--- config.mk ---
export PLATFORM = sky130hd
export DESIGN_NAME = mrc_restart_ctrl
export DESIGN_NICKNAME = d
export VERILOG_FILES = /design/src/design/mrc_pkg.sv /design/src/design/mrc_io_trap_qual.sv /design/src/design/mrc_restart_ctrl.sv
export SDC_FILE = /design/constraint.sdc
export NUM_CORES = 1
export LEC_CHECK = 0
export ABC_AREA = 1
export BUFFER_PORTS_ARGS = -buffer_cell sky130_fd_sc_hd__buf_2
export CORE_ASPECT_RATIO = 1.1
export CORE_MARGIN = 4
export CORE_UTILIZATION = 35
export CTS_CLUSTER_SIZE = 30
export DETAILED_ROUTE_END_ITERATION = 8
export GPL_ROUTABILITY_DRIVEN = 0
export PLACE_DENSITY = 0.53
export SLEW_MARGIN = 5
export SYNTH_ARGS = -nofsm -noshare
export SYNTH_HDL_FRONTEND = slang
export SYNTH_HIERARCHICAL = 1
export SYNTH_SLANG_ARGS = --single-unit
export TNS_END_PERCENT = 30
--- constraint.sdc ---
create_clock -name clk -period 9.3 [get_ports clk]
set_input_delay 1.395 -clock clk [delete_from_list [all_inputs] [get_ports clk]]
set_output_delay 1.395 -clock clk [all_outputs]
set_load 0.05 [all_outputs]
--- src/design/mrc_pkg.sv ---
// Purpose: Constants and types for the management mode restart control block.
// Assumes: Offsets are relative to the management base address; one 32-bit word per access.
// Notes:   Behaviour summary follows.
package mrc_pkg;

  // ---------------------------------------------------------------
  // Save area layout
  // ---------------------------------------------------------------
  localparam logic [15:0] SAVE_AREA_LO     = 16'hfe00;
  localparam int          SAVE_AREA_BYTES  = 512;
  localparam logic [15:0] OFF_IO_RESTART   = 16'hff00;
  localparam logic [15:0] OFF_HALT_RESTART = 16'hff02;
  localparam logic [15:0] OFF_IO_TRAP      = 16'hffa4;
  localparam logic [15:0] OFF_DBG_CTL      = 16'hffc8;
  localparam logic [15:0] OFF_DBG_STAT     = 16'hffcc;

  // ---------------------------------------------------------------
  // Field positions and values
  // ---------------------------------------------------------------
  localparam int          HALT_FROM_BIT    = 0;
  localparam int          TRAP_DIR_BIT     = 0;
  localparam int          TRAP_VALID_BIT   = 1;
  localparam int          TRAP_STRING_BIT  = 2;
  localparam int          TRAP_REP_BIT     = 3;
  localparam int          TRAP_PORT_LSB    = 16;
  localparam logic [15:0] RESTART_CONTINUE = 16'h0000;
  localparam logic [15:0] RESTART_REEXEC   = 16'h00ff;
  localparam logic [31:0] DBG_CTL_RESET    = 32'h0000_0000;
  localparam logic [31:0] DBG_STAT_RESET   = 32'h0000_0000;

  // ---------------------------------------------------------------
  // Timing
  // ---------------------------------------------------------------
  localparam logic [1:0]  TRAP_LEAD_EDGES  = 2'd3;

  typedef enum logic [1:0] {
    MRC_IDLE,
    MRC_SAVE,
    MRC_IN_MODE,
    MRC_RESUME
  } mrc_state_t;

endpackage

--- src/design/mrc_io_trap_qual.sv ---
// Purpose: Decides whether a management interrupt guarantees an I/O instruction trap.
// Assumes: All inputs are synchronous to clk.
// Notes:   Only the guaranteed case is trapped; later arrivals wait for the boundary.
`timescale 1ns/1ps
module mrc_io_trap_qual
  import mrc_pkg::*;
(
  // Clock and reset
  input  wire logic clk,
  input  wire logic reset,
  // Bus cycle observation
  input  wire logic io_cycle,
  input  wire logic mgmt_interrupt_n,
  input  wire logic burst_ready_n,
  // Result
  output logic      trap_hit
);

  logic [1:0] lead_r;

  // -----------------------------------------------------------------
  // Edge counter since the interrupt was first seen in this cycle
  // -----------------------------------------------------------------
  always_ff @(posedge clk or posedge reset) begin
    if (reset) begin
      lead_r <= 2'd0;
    end else if (!io_cycle || !burst_ready_n) begin
      lead_r <= 2'd0;
    end else if (lead_r != 2'd0 && lead_r != TRAP_LEAD_EDGES) begin
      lead_r <= lead_r + 2'd1;
    end else if (lead_r == 2'd0 && !mgmt_interrupt_n) begin
      lead_r <= 2'd1;
    end
  end

  always_ff @(posedge clk or posedge reset) begin
    if (reset) begin
      trap_hit <= 1'b0;
    end else begin
      trap_hit <= io_cycle && !burst_ready_n && (lead_r == TRAP_LEAD_EDGES);
    end
  end
endmodule

--- src/design/mrc_restart_ctrl.sv ---
// Purpose: Entry context capture, resume decisions and event priority for management mode.
// Assumes: Handler reaches the save slots over the slot access port, offsets relative to mgmt_base.
// Notes:   Word at the restart offset holds the restart slot low and the halt slot high.
`timescale 1ns/1ps
module mrc_restart_ctrl
  import mrc_pkg::*;
(
  // Clock and reset
  input  wire logic        clk,
  input  wire logic        reset,
  // Management interrupt and bus observation
  input  wire logic        mgmt_interrupt_n,
  input  wire logic        cache_flush_n,
  input  wire logic        io_cycle,
  input  wire logic        burst_ready_n,
  // Current instruction context
  input  wire logic        instr_boundary,
  input  wire logic        core_halted,
  input  wire logic [15:0] io_port_addr,
  input  wire logic        io_is_input,
  input  wire logic        io_is_string,
  input  wire logic        io_has_repeat,
  input  wire logic        io_reexec_done,
  // Debug and NMI
  input  wire logic        debug_trap_req,
  input  wire logic [31:0] dbg_ctl_in,
  input  wire logic [31:0] dbg_stat_in,
  input  wire logic        nmi_req,
  input  wire logic        nmi_masked_in,
  // Instruction events inside the mode
  input  wire logic        mode_resume_instr,
  input  wire logic        interrupt_return_instr,
  // Save slot access
  input  wire logic [31:0] mgmt_base,
  input  wire logic        slot_rd,
  input  wire logic        slot_wr,
  input  wire logic [31:0] slot_addr,
  input  wire logic [3:0]  slot_be,
  input  wire logic [31:0] slot_wdata,
  output logic [31:0]      slot_rdata,
  output logic             slot_ack,
  // Mode and resume outcome
  output logic             system_management_mode,
  output logic             resume_to_halt,
  output logic             halt_bus_cycle,
  output logic             resume_next,
  output logic             io_reexec,
  // Prioritised events
  output logic             flush_take,
  output logic             debug_take,
  output logic             nmi_take,
  output logic             nmi_masked,
  // Debug register restore
  output logic             dbg_restore,
  output logic [31:0]      dbg_ctl_out,
  output logic [31:0]      dbg_stat_out
);

  mrc_state_t  st_r;
  logic        smi_prev_r;
  logic        smi_pend_r;
  logic        trap_hit;
  logic        trap_pend_r;
  logic [31:0] trap_info_r;
  logic [31:0] trap_dword_r;
  logic [15:0] restart_slot_r;
  logic        halt_slot_r;
  logic        reexec_pend_r;
  logic        dbg_defer_r;
  logic        dbg_wait_reexec_r;
  logic        nmi_en_r;
  logic        nmi_saved_r;
  logic [31:0] dbg_ctl_r;
  logic [31:0] dbg_stat_r;
  logic [15:0] offset;
  logic        in_area;
  logic        io_trap_now;
  logic        go_entry;
  logic        debug_normal;

  // -----------------------------------------------------------------
  // Guaranteed I/O trap detection
  // -----------------------------------------------------------------
  mrc_io_trap_qual u_qual (
    .clk              (clk),
    .reset            (reset),
    .io_cycle         (io_cycle),
    .mgmt_interrupt_n (mgmt_interrupt_n),
    .burst_ready_n    (burst_ready_n),
    .trap_hit         (trap_hit)
  );

  // -----------------------------------------------------------------
  // Entry decision and priority
  // -----------------------------------------------------------------
  // During an I/O trap the interrupt and flush sampling outrank debug traps.
  assign io_trap_now  = trap_hit || trap_pend_r;
  assign debug_normal = instr_boundary && debug_trap_req && !io_trap_now && !dbg_defer_r;
  assign go_entry     = (st_r == MRC_IDLE) && (io_trap_now || (smi_pend_r && instr_boundary && !debug_normal));

  always_ff @(posedge clk or posedge reset) begin
    if (reset) begin
      smi_prev_r <= 1'b1;
      smi_pend_r <= 1'b0;
    end else begin
      smi_prev_r <= mgmt_interrupt_n;
      // A new falling edge wins over the clear taken at entry.
      if (smi_prev_r && !mgmt_interrupt_n) begin
        smi_pend_r <= 1'b1;
      end else if (st_r == MRC_SAVE) begin
        smi_pend_r <= 1'b0;
      end
    end
  end

  always_ff @(posedge clk or posedge reset) begin
    if (reset) begin
      trap_pend_r <= 1'b0;
      trap_info_r <= 32'h0000_0000;
    end else if (trap_hit) begin
      // Held until the save state copies it, also when entry starts on this very edge.
      trap_pend_r <= 1'b1;
      trap_info_r <= {io_port_addr, 12'h000, io_has_repeat, io_is_string, 1'b1, io_is_input};
    end else if (st_r == MRC_SAVE) begin
      trap_pend_r <= 1'b0;
    end
  end

  // -----------------------------------------------------------------
  // Mode state machine
  // -----------------------------------------------------------------
  always_ff @(posedge clk or posedge reset) begin
    if (reset) begin
      st_r <= MRC_IDLE;
    end else begin
      case (st_r)
        MRC_IDLE: begin
          if (go_entry) begin
            st_r <= MRC_SAVE;
          end
        end
        MRC_SAVE: begin
          st_r <= MRC_IN_MODE;
        end
        MRC_IN_MODE: begin
          if (mode_resume_instr) begin
            st_r <= MRC_RESUME;
          end
        end
        MRC_RESUME: begin
          // A second interrupt is serviced before any pending re-execution.
          st_r <= smi_pend_r ? MRC_SAVE : MRC_IDLE;
        end
        default: begin
          st_r <= MRC_IDLE;
        end
      endcase
    end
  end

  always_ff @(posedge clk or posedge reset) begin
    if (reset) begin
      system_management_mode <= 1'b0;
    end else if (go_entry) begin
      system_management_mode <= 1'b1;
    end else if (st_r == MRC_RESUME && !smi_pend_r) begin
      system_management_mode <= 1'b0;
    end
  end

  // -----------------------------------------------------------------
  // Save slots: entry capture and handler writes
  // -----------------------------------------------------------------
  assign offset  = 16'(slot_addr - mgmt_base);
  assign in_area = (slot_addr - mgmt_base) < 32'h0001_0000 && offset >= SAVE_AREA_LO;

  always_ff @(posedge clk or posedge reset) begin
    if (reset) begin
      halt_slot_r    <= 1'b0;
      restart_slot_r <= RESTART_CONTINUE;
      trap_dword_r   <= 32'h0000_0000;
    end else if (st_r == MRC_SAVE) begin
      halt_slot_r    <= core_halted;
      restart_slot_r <= RESTART_CONTINUE;
      // Nested entry while a re-execution waits never reports a valid trap.
      if (trap_pend_r && !reexec_pend_r) begin
        trap_dword_r <= trap_info_r;
      end else begin
        trap_dword_r <= {trap_info_r[31:TRAP_VALID_BIT+1], 1'b0, trap_info_r[TRAP_DIR_BIT]};
      end
    end else if (st_r == MRC_IN_MODE && slot_wr && in_area && offset == OFF_IO_RESTART) begin
      if (slot_be[0]) begin
        restart_slot_r[7:0] <= slot_wdata[7:0];
      end
      if (slot_be[1]) begin
        restart_slot_r[15:8] <= slot_wdata[15:8];
      end
      if (slot_be[2]) begin
        halt_slot_r <= slot_wdata[16+HALT_FROM_BIT];
      end
    end
  end

  // The handler owns these copies while in the mode; exit puts them back.
  always_ff @(posedge clk or posedge reset) begin
    if (reset) begin
      dbg_ctl_r  <= DBG_CTL_RESET;
      dbg_stat_r <= DBG_STAT_RESET;
    end else if (go_entry) begin
      // Only a first entry captures; a nested entry keeps the outer copies.
      dbg_ctl_r  <= dbg_ctl_in;
      dbg_stat_r <= dbg_stat_in;
    end else if (st_r == MRC_IN_MODE && slot_wr && in_area && slot_be == 4'hf) begin
      if (offset == OFF_DBG_CTL) begin
        dbg_ctl_r <= slot_wdata;
      end
      if (offset == OFF_DBG_STAT) begin
        dbg_stat_r <= slot_wdata;
      end
    end
  end

  always_ff @(posedge clk or posedge reset) begin
    if (reset) begin
      slot_rdata <= 32'h0000_0000;
      slot_ack   <= 1'b0;
    end else begin
      slot_ack <= slot_rd || slot_wr;
      if (slot_rd && in_area) begin
        case (offset)
          OFF_IO_RESTART: slot_rdata <= {15'h0000, halt_slot_r, restart_slot_r};
          OFF_IO_TRAP:    slot_rdata <= trap_dword_r;
          OFF_DBG_CTL:    slot_rdata <= dbg_ctl_r;
          OFF_DBG_STAT:   slot_rdata <= dbg_stat_r;
          default:        slot_rdata <= 32'h0000_0000;
        endcase
      end else if (slot_rd) begin
        slot_rdata <= 32'h0000_0000;
      end
    end
  end

  // -----------------------------------------------------------------
  // Resume outcome
  // -----------------------------------------------------------------
  always_ff @(posedge clk or posedge reset) begin
    if (reset) begin
      resume_to_halt <= 1'b0;
      halt_bus_cycle <= 1'b0;
      resume_next    <= 1'b0;
      io_reexec      <= 1'b0;
      dbg_restore    <= 1'b0;
      dbg_ctl_out    <= DBG_CTL_RESET;
      dbg_stat_out   <= DBG_STAT_RESET;
    end else begin
      resume_to_halt <= 1'b0;
      halt_bus_cycle <= 1'b0;
      resume_next    <= 1'b0;
      io_reexec      <= 1'b0;
      dbg_restore    <= 1'b0;
      if (st_r == MRC_RESUME && !smi_pend_r) begin
        dbg_restore  <= 1'b1;
        dbg_ctl_out  <= dbg_ctl_r;
        dbg_stat_out <= dbg_stat_r;
        // Halt is re-entered without running the halt instruction again.
        if (halt_slot_r) begin
          resume_to_halt <= 1'b1;
          halt_bus_cycle <= 1'b1;
        end else if (reexec_pend_r || restart_slot_r == RESTART_REEXEC) begin
          io_reexec <= 1'b1;
        end else begin
          resume_next <= 1'b1;
        end
      end
    end
  end

  // A re-execution request survives a nested entry and its cleared slot.
  always_ff @(posedge clk or posedge reset) begin
    if (reset) begin
      reexec_pend_r <= 1'b0;
    end else if (st_r == MRC_RESUME && smi_pend_r && restart_slot_r == RESTART_REEXEC) begin
      reexec_pend_r <= 1'b1;
    end else if (st_r == MRC_RESUME && !smi_pend_r) begin
      reexec_pend_r <= 1'b0;
    end
  end

  // -----------------------------------------------------------------
  // Debug trap deferral and flush sampling
  // -----------------------------------------------------------------
  always_ff @(posedge clk or posedge reset) begin
    if (reset) begin
      dbg_defer_r       <= 1'b0;
      dbg_wait_reexec_r <= 1'b0;
      debug_take        <= 1'b0;
      flush_take        <= 1'b0;
    end else begin
      debug_take <= 1'b0;
      flush_take <= (st_r == MRC_IDLE) && instr_boundary && !cache_flush_n && !debug_normal;
      if (go_entry && io_trap_now && debug_trap_req) begin
        dbg_defer_r <= 1'b1;
      end else if (st_r == MRC_RESUME && !smi_pend_r && dbg_defer_r) begin
        if (!halt_slot_r && (reexec_pend_r || restart_slot_r == RESTART_REEXEC)) begin
          dbg_wait_reexec_r <= 1'b1;
        end else begin
          debug_take <= 1'b1;
        end
        dbg_defer_r <= 1'b0;
      end else if (dbg_wait_reexec_r && io_reexec_done) begin
        debug_take        <= 1'b1;
        dbg_wait_reexec_r <= 1'b0;
      end else if (debug_normal && st_r == MRC_IDLE && !dbg_wait_reexec_r) begin
        debug_take <= 1'b1;
      end
    end
  end

  // -----------------------------------------------------------------
  // NMI gating
  // -----------------------------------------------------------------
  always_ff @(posedge clk or posedge reset) begin
    if (reset) begin
      nmi_en_r    <= 1'b0;
      nmi_saved_r <= 1'b0;
      nmi_masked  <= 1'b0;
      nmi_take    <= 1'b0;
    end else begin
      if (go_entry) begin
        nmi_saved_r <= nmi_masked_in;
        nmi_en_r    <= 1'b0;
        nmi_masked  <= 1'b1;
      end else if (st_r == MRC_RESUME && !smi_pend_r) begin
        nmi_masked <= nmi_saved_r;
        nmi_en_r   <= 1'b0;
      end else if (system_management_mode && interrupt_return_instr) begin
        nmi_en_r   <= 1'b1;
        nmi_masked <= 1'b0;
      end
      nmi_take <= nmi_req && (system_management_mode ? nmi_en_r : !nmi_masked_in);
    end
  end
endmodule

==> reports/qor.txt <==
status: completed
Worst Hold Launch: dbg_ctl_out[0]$_DFFE_PP0P_
crit path DAT: 5.04 ns
pin count of the biggest net entering global routing: 99
clock transition at the registers of the reported paths: 0.06 ns
# Max-Cap Violations: 0
Setup Skew: 0.01895 ns
Yosys top cell by area: dfrtp_1
CP delay by family, top: simple AND/OR/NAND/NOR gates
syn_area_per_cell: 6.725 sq um
dpl ws: 4.139 ns
Seq cells post-synth: 240
accumulated negative setup slack: 0 ns
top cells by count, synth: nand2_1 (1028), dfrtp_1 (239), inv_1 (223)
DP HPWL: 34910 um
DR pass1 iterations: 5
WP data required: 9.78 ns
number of placement rows: 76
FMAX: 219.3 MHz
Overall Global Routing Usage: 0.2083
Post-synth EDFFs: 0
Final setup viols: 0
number of remaining DRC errors: 0
CTS tree: yes
Post-CTS Hold Buffers: 0
post-DR vias/cell: 4.728
slew of the pin with the lowest slew margin: 1.019 ns
r2r setup slk: 4.99 ns
post-synth top area share: 0.4251
Crit Path Max Fanout: 33
first-pass GRT wire length: 72720 um
Starting Density: 0.3565
most used cell, CP: nand2_1
R2R depth: 12
vias in the first global route: 13470
worst setup path startpoint: mgmt_base[0]
syn_nets: 2331
R2R Path End: dbg_ctl_r[16]$_DFFE_PP0P_
antenna-violating nets left: 0
P&R area growth vs syn: 19.86%
total CTS buffers: 27
Final Max Slew Viols: 0
Hold Crit Class: reg2reg
Async S/R FF share, synth: 1.000
Die H: 218.3 um
setup bufs post-CTS: 0
layout cells sized above 1: 0.1767
Primary FF master, synth: dfrtp_1
top cells by area, synth: dfrtp_1 (43%), nand2_1 (27%), inv_1 (5.9%)
Power Density: 262.1 nW/um^2
CP Class: in2reg
hold endpoint: dbg_ctl_out[0]$_DFFE_PP0P_
Leakage: 9.836 nW
core box area: 39460 sq um
# nets final: 2601
IO Port Bufs: 305
antenna violations before repair: 3
root buf cell: clkbuf_16
clk buf depth: 3
CP bufs+invs: 2
Startpoint Class: primary input
sequential area share after synthesis: 0.4269
die area: 43470 sq um
CP Capture Type: register
WL final: 46370 um
Rel. slew slack: 0.3197
tightest hold margin: 0.4614 ns
Mapped Area: 14070 sq um
setup ws final: 4.739 ns
Final period util: 0.4904
Post-Syn Instances: 2092
Clk Latency, worst-skew pair: 0.54 ns
Final Critical Period: 4.561 ns
Die W: 199.2 um
post-synth cell types: 44
final hold violation count: 0
RSZ-0062 raised after global routing: no
r2r startpoint: u_qual/trap_hit$_DFF_PP0_
CTS-repair resized insts: 0
total gr overflow: 0
clk sinks: 240
Ports: 306
final core utilization: 0.4273
crit-path cells: buf_2 -> ha_1 -> fa_1 -> inv_1 -> nand2_1 -> a21oi_1 -> nand2_1 -> nand3_1 -> nand2_1 -> nand2_1 -> nand2_1 -> nor2_2 -> nand3_1 -> nor2_1 -> nand2_1 -> nor2_4 -> nand4_4 -> nand2_2 -> nand2_1 -> nand2_1
slowest cell on the critical path: nand2_2
hold depth: 2
H-tree depth: 1
number of DRC violations after detailed-routing iteration 0: 740
top-count cell post-synth: nand2_1
CP peak stage delay: 0.73 ns
Max VDD drop: 0.1183 mV
DR vias: 13660
routed len/inst: 16.05 um
YS warnings: 6
## area by class of cell
cell class	count	area [sq um]
Inverter	250	949.7
Sequential cell	240	6007
Fill cell	4208	22600
Clock buffer	39	790.8
Timing Repair Buffer	316	1609
Antenna cell	1	2.502
Clock inverter	10	106.4
Multi-Input combinational cell	1527	6764
Tap cell	507	634.4
## how the worst max path moves through the flow
| stage | end | slack [ns] | cells past startpoint |
|---|---|---|---|
| final | dbg_ctl_r[16]$_DFFE_PP0P_ | 4.74 | 20 |
| after detailed placement | dbg_ctl_r[16]$_DFFE_PP0P_ | 4.14 | 20 |
| after global routing | dbg_ctl_r[16]$_DFFE_PP0P_ | 4.33 | 20 |
| after CTS | dbg_ctl_r[16]$_DFFE_PP0P_ | 4.71 | 20 |
| after global placement | dbg_ctl_r[29]$_DFFE_PP0P_ | 4.26 | 20 |
| after floorplan | dbg_ctl_out[0]$_DFFE_PP0P_ | 1.40 | 1 |
## metrics by stage
step	total power, mW	cells	cell area, sq um
floorplan	2.865	2092	14070
global placement	3.341	2840	15960
detailed placement	3.372	2840	15960
CTS	4.475	2889	16860
global route	4.724	2889	16860
finish	4.419	2890	16860
## registers in the layout, summed over array words and instances, names as in the netlist, 16 cells and up
register	count
dbg_ctl_out	32
dbg_ctl_r	32
dbg_stat_out	32
dbg_stat_r	32
slot_rdata	32
trap_dword_r	20
trap_info_r	20
restart_slot_r	16
## power breakdown
part / internal (mW) / switching [mW]
logic: 0.432 / 1.28
registers: 1.40 / 0.236
clock network: 0.644 / 0.436
total: 2.47 / 1.95
## worst register-to-register path: stages (launching register included)
cell and delay [ns]:
dfrtp_1 0.66, nor2_1 0.29, inv_1 0.08, nor4_1 0.26, inv_1 0.11, a31oi_1 0.30
nor2_4 0.04, buf_4 0.32, clkinv_2 0.52, buf_4 0.69, nand2_2 0.62, nand2_1 0.23
nand2_1 0.07
## cells in the final DEF, fill, tap and decap left out, types with 7 or more instances in the layout
cell	Yosys	final
dfrtp_1	239	239
nor3_1	7	7
a21oi_1	25	25
nor2_2	10	10
nand4_1	36	36
inv_2	21	21
clkbuf_8	0	7
buf_4	2	11
nand2_1	1028	1028
nand3_1	139	139
clkinv_2	0	7
nor2_1	127	125
inv_1	223	221
buf_2	13	305
o21ai_0	49	49
o21ai_1	15	15
nand2_2	8	8
ha_1	39	39
and3_1	7	7
clkbuf_16	0	27
## layer usage
layer | share of wire | vias up | global-route usage
met2 | 0.45 | 414 | 0.3345
met4 | 0.034 | 4 | 0.07205
met3 | 0.058 | 81 | 0.03099
met5 | 0.00069 | - | 0
met1 | 0.45 | 6216 | 0.2878
li1 | - | 6948 | -
## cell families (layout without fill, tap and decap cells)
logic type,after synthesis,after routing,synth area share
AOI/OAI and AO/OA,96,96,0.03513
xor gates and xnor gates,5,5,0.003647
adders and majority gates,40,40,0.03611
buffers and inverters,325,615,0.09337
DFF,240,240,0.4269
other,0,1,0
and+or+nand+nor,1386,1386,0.4048
Note: power is estimated with default switching activity, not from simulation.
